[src/fpu_dispatch_pkg.sv]
/*
  constants, register map and enumerations for the floating-point
  dispatch and extension control block.
  assumes a 25 MHz clock and a byte-addressed avalon-mm register port.
*/
package fpu_dispatch_pkg;

  // register byte offsets
  localparam logic [3:0]  EXT_CTRL_OFS      = 4'h0;
  localparam logic [3:0]  MACH_CTRL_OFS     = 4'h4;
  localparam logic [3:0]  STATUS_OFS        = 4'h8;

  // extension control field positions
  localparam int          V86_EXT_BIT       = 0;
  localparam int          PHYS_WIDEN_BIT    = 5;
  localparam int          GLOBAL_KEEP_BIT   = 7;
  localparam int          PERF_ALLOW_BIT    = 8;
  localparam int          EXT_SAVE_BIT      = 9;
  localparam int          SIMD_FAULT_BIT    = 10;
  localparam logic [31:0] EXT_CTRL_MASK     = 32'h0000_07a1;
  localparam logic [31:0] EXT_CTRL_RESET    = 32'h0000_0000;

  // machine control floating-point field positions
  localparam int          MONITOR_BIT       = 1;
  localparam int          TRAP_SW_BIT       = 2;
  localparam int          TASK_SW_BIT       = 3;
  localparam int          NUM_FAULT_BIT     = 5;
  localparam logic [31:0] MACH_CTRL_MASK    = 32'h0000_002e;
  localparam logic [31:0] MACH_CTRL_RESET   = 32'h0000_0000;

  // status field positions
  localparam int          ST_DETECT_BIT     = 0;
  localparam int          ST_PRESENT_BIT    = 1;
  localparam int          ST_NEWER_BIT      = 2;
  localparam int          ST_BUSY_BIT       = 3;
  localparam int          ST_ERROR_BIT      = 4;

  // control word images seen by a store after initialize
  localparam logic [15:0] CW_PRESENT        = 16'h037f;
  localparam logic [15:0] CW_ABSENT         = 16'hffff;

  // trap vectors
  localparam logic [7:0]  NO_FPU_VECTOR     = 8'h07;
  localparam logic [7:0]  PERF_DENY_VECTOR  = 8'h0d;

  // detection settle time after reset release
  localparam int          CLK_PERIOD_NS     = 40;
  localparam int          DETECT_TIME_NS    = 200;
  localparam int          DETECT_CYCLES     =
    (DETECT_TIME_NS + CLK_PERIOD_NS - 1) / CLK_PERIOD_NS;

  typedef enum logic [3:0] {
    OP_INT_OTHER   = 4'h0,
    OP_FP_ARITH    = 4'h1,
    OP_FP_SYNC     = 4'h2,
    OP_FP_INIT     = 4'h3,
    OP_FP_STORE_CW = 4'h4,
    OP_IRQ_ENABLE  = 4'h5,
    OP_IRQ_DISABLE = 4'h6,
    OP_PM_NOTIFY   = 4'h7,
    OP_SERIALIZE   = 4'h8,
    OP_READ_PERF   = 4'h9
  } op_type;

  typedef enum logic [1:0] {
    ST_IDLE     = 2'b00,
    ST_STORE_LO = 2'b01,
    ST_STORE_HI = 2'b10
  } disp_state_type;

endpackage

[src/fpu_dispatch_ext_control.sv]
/*
  floating-point dispatch, coprocessor detection, store of the control
  word and extension control register behind an avalon-mm slave.
  assumes instruction stream ports on clk and coprocessor pins async.
*/
// The Avalon-MM register port and the register offsets were left to the implementer.
// Summary of operation
// RULE1 - legacy enable, disable, notify opcodes do nothing
// RULE2 - split store may keep first half only
// RULE3 - fp instruction waits for previous to finish
// RULE4 - serializing op waits for all prior work
// RULE5 - sample coprocessor error after reset, before fp
// RULE6 - older part error inactive, newer part active
// RULE7 - reset or initialize never raises fp error
// RULE8 - stored control word ffff absent, 037f present
// RULE9 - trap flag clear passes, set traps fp
// RULE10 - monitor flag makes wait test task switched
// RULE11 - trap flag set raises vector seven trap
// RULE12 - software picks flag settings per coprocessor presence
// RULE13 - bit ten flags os simd fault support
// RULE14 - bit nine flags os extended state save
// RULE15 - bit five widens physical address to 36
// RULE16 - bit seven keeps global translations on switch
// RULE17 - bit eight allows perf counter read anywhere
// RULE18 - reset clears extension control to zero
// RULE19 - virtual-8086 flag enables virtual interrupt flag
// RULE20 - undefined bits read zero, writes act next
`timescale 1ns/10ps
module fpu_dispatch_ext_control (
  input  wire logic        clk,
  input  wire logic        reset_n,
  input  wire logic [3:0]  avs_address,
  input  wire logic        avs_read,
  input  wire logic        avs_write,
  input  wire logic [31:0] avs_writedata,
  input  wire logic [3:0]  avs_byteenable,
  output logic      [31:0] avs_readdata,
  output logic             avs_waitrequest,
  input  wire logic        instr_valid,
  input  wire logic [3:0]  instr_op,
  input  wire logic [1:0]  instr_cpl,
  input  wire logic        instr_split_fault,
  output logic             instr_ready,
  output logic             trap_valid,
  output logic      [7:0]  trap_vector,
  output logic             fpu_start,
  input  wire logic        fpu_done,
  input  wire logic        coproc_error_n,
  input  wire logic        coproc_present_n,
  output logic             numeric_fault_report,
  output logic             mem_we,
  output logic      [7:0]  mem_data,
  output logic             mem_hi_byte,
  output logic             store_fault,
  input  wire logic [35:0] paddr_in,
  output logic      [35:0] paddr_out,
  input  wire logic        tlb_flush_req,
  input  wire logic        tlb_entry_global,
  output logic             tlb_flush_entry,
  input  wire logic        v86_mode,
  output logic             virt_if_enable,
  output logic             os_simd_fault_support,
  output logic             os_ext_state_save
);

  logic [31:0]                      ext_ctrl_q;
  logic [31:0]                      mach_ctrl_q;
  logic                             ack_q;
  logic                             busy_q;
  logic                             done_prev_q;
  logic                             fp_error_q;
  logic                             op_init_q;
  logic                             split_fault_q;
  logic [2:0]                       pin_s;
  logic                             detect_done;
  logic                             coproc_present;
  logic                             coproc_newer;
  logic                             accept;
  logic                             is_fp;
  logic                             need_idle_fpu;
  logic                             fp_trap_to_software;
  logic                             monitor_coproc_flag;
  logic                             task_switched_flag;
  logic                             phys_addr_widen;
  logic                             global_page_keep;
  logic                             perf_counter_read_allow;
  logic                             v86_extensions;
  logic                             bus_wr;
  logic [31:0]                      be_mask;
  logic [31:0]                      status_word;
  logic [15:0]                      cw_value;
  fpu_dispatch_pkg::disp_state_type state_q;

  // pin synchronizers: done, error active, present active
  pin_sync #(
    .WIDTH        (3)
  ) u_pin_sync (
    .clk          (clk),
    .reset_n      (reset_n),
    .pin_in       ({coproc_present_n, coproc_error_n, fpu_done}),
    .rst_val      (3'b110),
    .pin_sync_out (pin_s)
  );

  // newer part holds error active after reset, older inactive
  coproc_detect u_detect (
    .clk            (clk),
    .reset_n        (reset_n),
    .error_active   (pin_s[1]), // RULE6
    .present_active (pin_s[2]),
    .detect_done    (detect_done),
    .coproc_present (coproc_present),
    .coproc_newer   (coproc_newer)
  );

  // flag decode
  assign fp_trap_to_software = mach_ctrl_q[fpu_dispatch_pkg::TRAP_SW_BIT];
  assign monitor_coproc_flag = mach_ctrl_q[fpu_dispatch_pkg::MONITOR_BIT];
  assign task_switched_flag  = mach_ctrl_q[fpu_dispatch_pkg::TASK_SW_BIT];
  assign phys_addr_widen =
    ext_ctrl_q[fpu_dispatch_pkg::PHYS_WIDEN_BIT];
  assign global_page_keep =
    ext_ctrl_q[fpu_dispatch_pkg::GLOBAL_KEEP_BIT];
  assign perf_counter_read_allow =
    ext_ctrl_q[fpu_dispatch_pkg::PERF_ALLOW_BIT];
  assign v86_extensions = ext_ctrl_q[fpu_dispatch_pkg::V86_EXT_BIT];
  assign os_simd_fault_support =
    ext_ctrl_q[fpu_dispatch_pkg::SIMD_FAULT_BIT]; // RULE13
  assign os_ext_state_save =
    ext_ctrl_q[fpu_dispatch_pkg::EXT_SAVE_BIT]; // RULE14

  // extension effects
  assign paddr_out = phys_addr_widen ? paddr_in
                     : {4'h0, paddr_in[31:0]}; // RULE15
  assign tlb_flush_entry = tlb_flush_req
                           & ~(global_page_keep & tlb_entry_global); // RULE16
  assign virt_if_enable = v86_extensions & v86_mode; // RULE19
  assign numeric_fault_report =
    fp_error_q & mach_ctrl_q[fpu_dispatch_pkg::NUM_FAULT_BIT];

  // avalon-mm slave: one wait cycle, answer on the second
  assign avs_waitrequest = (avs_read | avs_write) & ~ack_q;
  assign bus_wr          = avs_write & ack_q;
  assign be_mask = {{8{avs_byteenable[3]}}, {8{avs_byteenable[2]}},
                    {8{avs_byteenable[1]}}, {8{avs_byteenable[0]}}};

  always_comb
  begin
    status_word = 32'h0000_0000;
    status_word[fpu_dispatch_pkg::ST_DETECT_BIT]  = detect_done;
    status_word[fpu_dispatch_pkg::ST_PRESENT_BIT] = coproc_present;
    status_word[fpu_dispatch_pkg::ST_NEWER_BIT]   = coproc_newer;
    status_word[fpu_dispatch_pkg::ST_BUSY_BIT]    = busy_q;
    status_word[fpu_dispatch_pkg::ST_ERROR_BIT]   = fp_error_q;
  end

  always_ff @(posedge clk or negedge reset_n)
  begin
    if (!reset_n)
    begin
      ack_q        <= 1'b0;
      avs_readdata <= 32'h0000_0000;
    end
    else
    begin
      ack_q <= (avs_read | avs_write) & ~ack_q;
      if (avs_read & ~ack_q)
      begin
        case (avs_address)
          fpu_dispatch_pkg::EXT_CTRL_OFS:
            avs_readdata <= ext_ctrl_q & fpu_dispatch_pkg::EXT_CTRL_MASK;
          fpu_dispatch_pkg::MACH_CTRL_OFS:
            avs_readdata <= mach_ctrl_q;
          fpu_dispatch_pkg::STATUS_OFS:
            avs_readdata <= status_word;
          default:
            avs_readdata <= 32'h0000_0000;
        endcase
      end
    end
  end

  // extension control: reset to zero, undefined bits held at zero
  always_ff @(posedge clk or negedge reset_n)
  begin
    if (!reset_n)
    begin
      ext_ctrl_q <= fpu_dispatch_pkg::EXT_CTRL_RESET; // RULE18
    end
    else if (bus_wr && avs_address == fpu_dispatch_pkg::EXT_CTRL_OFS)
    begin
      ext_ctrl_q <= ((ext_ctrl_q & ~be_mask) | (avs_writedata & be_mask))
                    & fpu_dispatch_pkg::EXT_CTRL_MASK; // RULE20
    end
  end

  always_ff @(posedge clk or negedge reset_n)
  begin
    if (!reset_n)
    begin
      mach_ctrl_q <= fpu_dispatch_pkg::MACH_CTRL_RESET;
    end
    else if (bus_wr && avs_address == fpu_dispatch_pkg::MACH_CTRL_OFS)
    begin
      mach_ctrl_q <= ((mach_ctrl_q & ~be_mask) | (avs_writedata & be_mask))
                     & fpu_dispatch_pkg::MACH_CTRL_MASK;
    end
  end

  // instruction acceptance
  always_comb
  begin
    is_fp = 1'b0;
    case (instr_op)
      fpu_dispatch_pkg::OP_FP_ARITH,
      fpu_dispatch_pkg::OP_FP_SYNC,
      fpu_dispatch_pkg::OP_FP_INIT,
      fpu_dispatch_pkg::OP_FP_STORE_CW: is_fp = 1'b1;
      default:                          is_fp = 1'b0;
    endcase
  end

  assign need_idle_fpu = is_fp
                         | (instr_op == fpu_dispatch_pkg::OP_SERIALIZE);
  assign instr_ready = (state_q == fpu_dispatch_pkg::ST_IDLE)
                       & ~(need_idle_fpu
                           & (busy_q | fpu_start)) // RULE3 RULE4
                       & ~(is_fp & ~detect_done); // RULE5
  assign accept   = instr_valid & instr_ready;
  assign cw_value = coproc_present ? fpu_dispatch_pkg::CW_PRESENT
                                   : fpu_dispatch_pkg::CW_ABSENT; // RULE8

  // dispatch: numeric unit start or trap; legacy ops fall through
  always_ff @(posedge clk or negedge reset_n)
  begin
    if (!reset_n)
    begin
      fpu_start   <= 1'b0;
      trap_valid  <= 1'b0;
      trap_vector <= 8'h00;
      op_init_q   <= 1'b0;
    end
    else
    begin
      fpu_start  <= 1'b0;
      trap_valid <= 1'b0;
      if (accept)
      begin
        case (instr_op)
          fpu_dispatch_pkg::OP_FP_ARITH,
          fpu_dispatch_pkg::OP_FP_INIT:
          begin
            if (fp_trap_to_software)
            begin
              trap_valid  <= 1'b1; // RULE9
              trap_vector <= fpu_dispatch_pkg::NO_FPU_VECTOR; // RULE11
            end
            else
            begin
              fpu_start <= 1'b1; // RULE9
              op_init_q <= (instr_op == fpu_dispatch_pkg::OP_FP_INIT);
            end
          end
          fpu_dispatch_pkg::OP_FP_STORE_CW:
          begin
            if (fp_trap_to_software)
            begin
              trap_valid  <= 1'b1;
              trap_vector <= fpu_dispatch_pkg::NO_FPU_VECTOR; // RULE11
            end
          end
          fpu_dispatch_pkg::OP_FP_SYNC:
          begin
            if (monitor_coproc_flag && task_switched_flag)
            begin
              trap_valid  <= 1'b1; // RULE10
              trap_vector <= fpu_dispatch_pkg::NO_FPU_VECTOR;
            end
          end
          fpu_dispatch_pkg::OP_READ_PERF:
          begin
            if (instr_cpl != 2'b00 && !perf_counter_read_allow)
            begin
              trap_valid  <= 1'b1; // RULE17
              trap_vector <= fpu_dispatch_pkg::PERF_DENY_VECTOR;
            end
          end
          default:
          begin
            trap_valid <= 1'b0; // RULE1
          end
        endcase
      end
    end
  end

  // numeric unit busy tracking and error capture
  always_ff @(posedge clk or negedge reset_n)
  begin
    if (!reset_n)
    begin
      busy_q      <= 1'b0;
      done_prev_q <= 1'b0;
      fp_error_q  <= 1'b0;
    end
    else
    begin
      done_prev_q <= pin_s[0];
      if (fpu_start)
      begin
        busy_q <= 1'b1;
      end
      else if (pin_s[0] && !done_prev_q)
      begin
        busy_q <= 1'b0;
        if (pin_s[1] && !op_init_q && detect_done)
        begin
          fp_error_q <= 1'b1;
        end
      end
      if (accept && instr_op == fpu_dispatch_pkg::OP_FP_INIT
          && !fp_trap_to_software)
      begin
        fp_error_q <= 1'b0; // RULE7
      end
    end
  end

  // control word store, low byte then high byte
  always_ff @(posedge clk or negedge reset_n)
  begin
    if (!reset_n)
    begin
      state_q       <= fpu_dispatch_pkg::ST_IDLE;
      split_fault_q <= 1'b0;
      mem_we        <= 1'b0;
      mem_data      <= 8'h00;
      mem_hi_byte   <= 1'b0;
      store_fault   <= 1'b0;
    end
    else
    begin
      mem_we      <= 1'b0;
      store_fault <= 1'b0;
      case (state_q)
        fpu_dispatch_pkg::ST_IDLE:
        begin
          if (accept && instr_op == fpu_dispatch_pkg::OP_FP_STORE_CW
              && !fp_trap_to_software)
          begin
            state_q       <= fpu_dispatch_pkg::ST_STORE_LO;
            split_fault_q <= instr_split_fault;
          end
        end
        fpu_dispatch_pkg::ST_STORE_LO:
        begin
          mem_we      <= 1'b1;
          mem_data    <= cw_value[7:0];
          mem_hi_byte <= 1'b0;
          state_q     <= fpu_dispatch_pkg::ST_STORE_HI;
        end
        fpu_dispatch_pkg::ST_STORE_HI:
        begin
          mem_we      <= ~split_fault_q; // RULE2
          store_fault <= split_fault_q;
          mem_data    <= cw_value[15:8];
          mem_hi_byte <= 1'b1;
          state_q     <= fpu_dispatch_pkg::ST_IDLE;
        end
        default:
        begin
          state_q <= fpu_dispatch_pkg::ST_IDLE;
        end
      endcase
    end
  end
endmodule

[src/pin_sync.sv]
/*
  two-flop synchronizer for a group of pin levels.
  assumes the inputs are asynchronous to clk.
*/
`timescale 1ns/10ps
module pin_sync #(
  parameter int WIDTH = 2
) (
  input  wire logic             clk,
  input  wire logic             reset_n,
  input  wire logic [WIDTH-1:0] pin_in,
  input  wire logic [WIDTH-1:0] rst_val,
  output logic      [WIDTH-1:0] pin_sync_out
);

  logic [WIDTH-1:0] meta_q;

  genvar i;
  generate
    for (i = 0; i < WIDTH; i++)
    begin : g_bit
      always_ff @(posedge clk or negedge reset_n)
      begin
        if (!reset_n)
        begin
          meta_q[i]       <= 1'b0;
          pin_sync_out[i] <= 1'b0;
        end
        else
        begin
          meta_q[i]       <= pin_in[i] ^ rst_val[i];
          pin_sync_out[i] <= meta_q[i];
        end
      end
    end
  endgenerate

endmodule

[src/coproc_detect.sv]
/*
  coprocessor detection after reset release.
  assumes synchronized error and presence levels on clk.
*/
`timescale 1ns/10ps
module coproc_detect #(
  parameter int CYCLES = fpu_dispatch_pkg::DETECT_CYCLES
) (
  input  wire logic clk,
  input  wire logic reset_n,
  input  wire logic error_active,
  input  wire logic present_active,
  output logic      detect_done,
  output logic      coproc_present,
  output logic      coproc_newer
);

  logic [7:0] count_q;

  // sample the error level once the settle time has passed
  always_ff @(posedge clk or negedge reset_n)
  begin
    if (!reset_n)
    begin
      count_q        <= 8'h00;
      detect_done    <= 1'b0;
      coproc_present <= 1'b0;
      coproc_newer   <= 1'b0;
    end
    else if (!detect_done)
    begin
      if (count_q == 8'(CYCLES))
      begin
        detect_done    <= 1'b1;
        coproc_present <= present_active;
        coproc_newer   <= present_active & error_active; // RULE5
      end
      else
      begin
        count_q <= count_q + 8'h01;
      end
    end
  end

endmodule

[config.mk]
export PLATFORM = sky130hd
export DESIGN_NAME = fpu_dispatch_ext_control
export DESIGN_NICKNAME = d
export VERILOG_FILES = /design/src/fpu_dispatch_pkg.sv /design/src/fpu_dispatch_ext_control.sv /design/src/pin_sync.sv /design/src/coproc_detect.sv
export SDC_FILE = /design/constraint.sdc
export NUM_CORES = 1
export LEC_CHECK = 0
export BUFFER_PORTS_ARGS = -buffer_cell sky130_fd_sc_hd__buf_4
export CAP_MARGIN = 20
export CORE_AREA = 8 8 103 105
export DETAILED_ROUTE_END_ITERATION = 16
export DIE_AREA = 0 0 111 113
export SYNTH_ARGS = -nofsm -noshare
export SYNTH_HDL_FRONTEND = slang
export SYNTH_SLANG_ARGS = --single-unit
[constraint.sdc]
create_clock -name clk -period 4.8 [get_ports clk]
set_input_delay 0.48 -clock clk [delete_from_list [all_inputs] [get_ports clk]]
set_output_delay 0.48 -clock clk [all_outputs]
set_load 0.05 [all_outputs]
==> flow_summary_export.csv <==
group,metric,value,unit
synthesis,ys.warnings.count,0,
sta,hold_violations,0,
worst_setup_path,critPathRequiredTime,4.32,ns
place,dp_hpwl,4750,microns
worst_setup_path,endpoint_kind,"output port",
layout,post-route-util,36.8,%
power,leakagePower,1.59,nW
place,placed_area,3190,sq um
worst_setup_path,r2r_setup_slack,2.96,ns
clocking,clkTransAtPathRegs,0.10,ns
grt,grt-ovfl-total,0,
power,seqPwrFrac,40.0,%
synthesis,ys_seq_elements,56,
worst_setup_path,worstPathArrival,1.68,ns
drt,routed_wl,6010,microns
power,clkPwrFrac,20.6,%
clocking,root_buffer,"clkbuf_8",
clocking,cts_tree,"yes",
grt,grt_max_degree,57,
worst_setup_path,worstPathMaxFanout,4,
layout,multi_input_area,1060,sq um
place,port_buffers,74,
drt,viasPerCell,4.39,
sta,worst_pin_slew,0.705,ns
sta,rsz0062_at_grt,"false",
place,place_inst,412,
layout,layout-drive-gt1-share,33.7,%
worst_hold_path,min_path_type,"input pin to async pin",
drt,postRouteAntennaNets,0,
grt,grt_pass1_vias,1937,
synthesis,yosys.area.top_type,"dfrtp_1",
sta,fin_crit,2.16,ns
floorplanning,start_util,32.3,%
clocking,ctsHoldBuffers,0,
power,p_sw,0.593,mW
layout,areaGrowthSynthToFinish,13.9,%
run_status,status,"finished, final reports clean",
clocking,clk_latency,0.30,ns
clocking,cts_buffer_depth,2,
drt,num_vias,1845,
power,pwr-share-comb,39.4,%
synthesis,synth-seq-area-share,48.3,%
sta,fin_tns_setup,0,ns
floorplanning,ios,190,
floorplanning,die-area,12500,sq um
layout,antenna_cells,0,
layout,fin_cells,420,
synthesis,synth_cell_type_count,48,
grt,antenna_found_initial,0,
synthesis,yosys-top-cells-area,"dfrtp_1, buf_4, mux2_2",
power,ir_worst_vdd,0.148,mV
drt,drt-wirelength-per-cell,14.3,microns
power,power.internal,0.874,mW
drt,drt-pass1-iter-count,4,
sta,min_period_over_period,44.9,%
worst_setup_path,r2r_end,"trap_vector[1]",
floorplanning,num_rows,35,
clocking,h-tree-depth,2,
floorplanning,coreArea,8980,sq um
floorplanning,die_h,113,microns
worst_setup_path,path_class,"flip-flop to output port",
sta,hold_slack,0.209,ns
worst_setup_path,cp-startpoint,"state_q[1]",
clocking,cts_setup_buffers,0,
synthesis,netlist_area,2900,sq um
clocking,cts_buffers,5,
grt,grt_pass1_wl,9890,microns
drt,drt_iter0_drc,57,
drt,drc,0,
sta,fmax,0.464,GHz
worst_setup_path,reg2reg_depth,6,
worst_setup_path,start_kind,"flip-flop",
layout,seq_area,1400,sq um
synthesis,synth_cells,268,
power,powerDensity,444,nW/um^2
floorplanning,die-width,111,microns
synthesis,async_reset_ff_share,100,%
layout,fin_area,3300,sq um
synthesis,synth_top_cell_area_share,48.3,%
grt,groute.usage.overall,9.41,%
clocking,numClockSinks,56,
place,place_congestion,0.721,
sta,slew_violations,0,
run,drv_cap,0,
synthesis,avgSynthCellArea,10.8,sq um
sta,fin_worst_skew,0.00614,ns
worst_setup_path,reg2reg_from,"state_q[1]",
sta,setup_violations,0,
synthesis,synth-edff-count,0,
power,p_sw_share,40.4,%
sta,slew-limit-headroom,53.0,%
clocking,cts_resized,0,
layout,num-fill-cells,884,
synthesis,yosys_most_used_dff,"dfrtp_1",
layout,final_nets,408,
==> per-layer routing <==
| layer | track usage [%] | vias to the layer above | part of all wire (%) |
|---|---|---|---|
| li1 | - | 893 | - |
| met1 | 10.8 | 870 | 41 |
| met2 | 15.5 | 72 | 49 |
| met3 | 4.23 | 10 | 9.2 |
| met4 | 2.52 | 0 | 1.2 |
| met5 | 0 | - | 0 |
==> kinds of logic after synthesis <==
kind of cell,share of synthesized area (%)
buffers and inverters,18.2
muxes,7.03
AOI/OAI and AO/OA,6.82
other,0.129
and+or+nand+nor,14.8
DFF,48.3
xor gates and xnor gates,2.11
adders and majority gates,2.59
==> synth_stat cells, types with 3 or more instances <==
library cell,count
a22oi_1,4
and2_1,8
and3_1,3
and4_1,3
buf_4,64
dfrtp_1,56
ha_1,6
inv_1,9
mux2_2,14
nand2_1,21
nand3_1,6
nor2_1,10
nor2b_1,5
nor4_1,3
o21ai_0,11
xnor2_1,4
xor2_1,3
==> worst max-delay path, cell delays in order, from the launching register on <==
cell and delay (ns):
dfrtp_1 0.39, inv_1 0.12, ha_1 0.24, o41ai_2 0.11
a211oi_2 0.25, buf_4 0.26
==> final cells by class <==
cell class | count | share of cell area, %
Timing Repair Buffer | 74 | 16.8
Multi-Input combinational cell | 162 | 32.2
Clock inverter | 3 | 1.29
Tap cell | 111 | 4.20
Clock buffer | 5 | 2.08
Inverter | 9 | 1.02
Sequential cell | 56 | 42.4
==> power by group through the flow <==
stage | Combinational (mW) | Clock [mW] | Sequential (mW)
after global placement | 0.579 | 0 | 0.595
final | 0.578 | 0.302 | 0.587
after floorplan | 0.416 | 0 | 0.694
after detailed placement | 0.584 | 0 | 0.597
after CTS | 0.586 | 0.317 | 0.588
after global routing | 0.610 | 0.335 | 0.597
==> worst max path at each step <==
stage / slack [ns] / cells past startpoint / to
3_3_place_gp: 2.69 / 4 / flip-flop
6_report: 2.64 / 5 / instr_ready
3_5_place_dp: 2.71 / 4 / flip-flop
5_1_grt: 2.56 / 5 / instr_ready
4_1_cts: 2.61 / 5 / instr_ready
2_1_floorplan: 2.36 / 6 / trap_vector[1]
==> cell usage in the layout (no fill, tap or decap), drive strengths merged, types with 6 or more instances in the layout <==
| master | synthesis | routed |
|---|---|---|
| o21ai | 13 | 13 |
| nand2 | 21 | 21 |
| buf | 65 | 74 |
| conb | 1 | 26 |
| mux2 | 16 | 16 |
| dfrtp | 56 | 56 |
| ha | 6 | 6 |
| inv | 9 | 9 |
| nor2 | 10 | 10 |
| nand3 | 6 | 6 |
| and2 | 8 | 8 |
==> metrics by stage <==
step	power [mW]	worst slack, ns
6_report	1.47	2.64
5_1_grt	1.54	2.56
4_1_cts	1.49	2.61
3_5_place_dp	1.18	2.71
3_3_place_gp	1.17	2.69
2_1_floorplan	1.11	2.36
No activity file was read; power rests on OpenSTA's default activity.
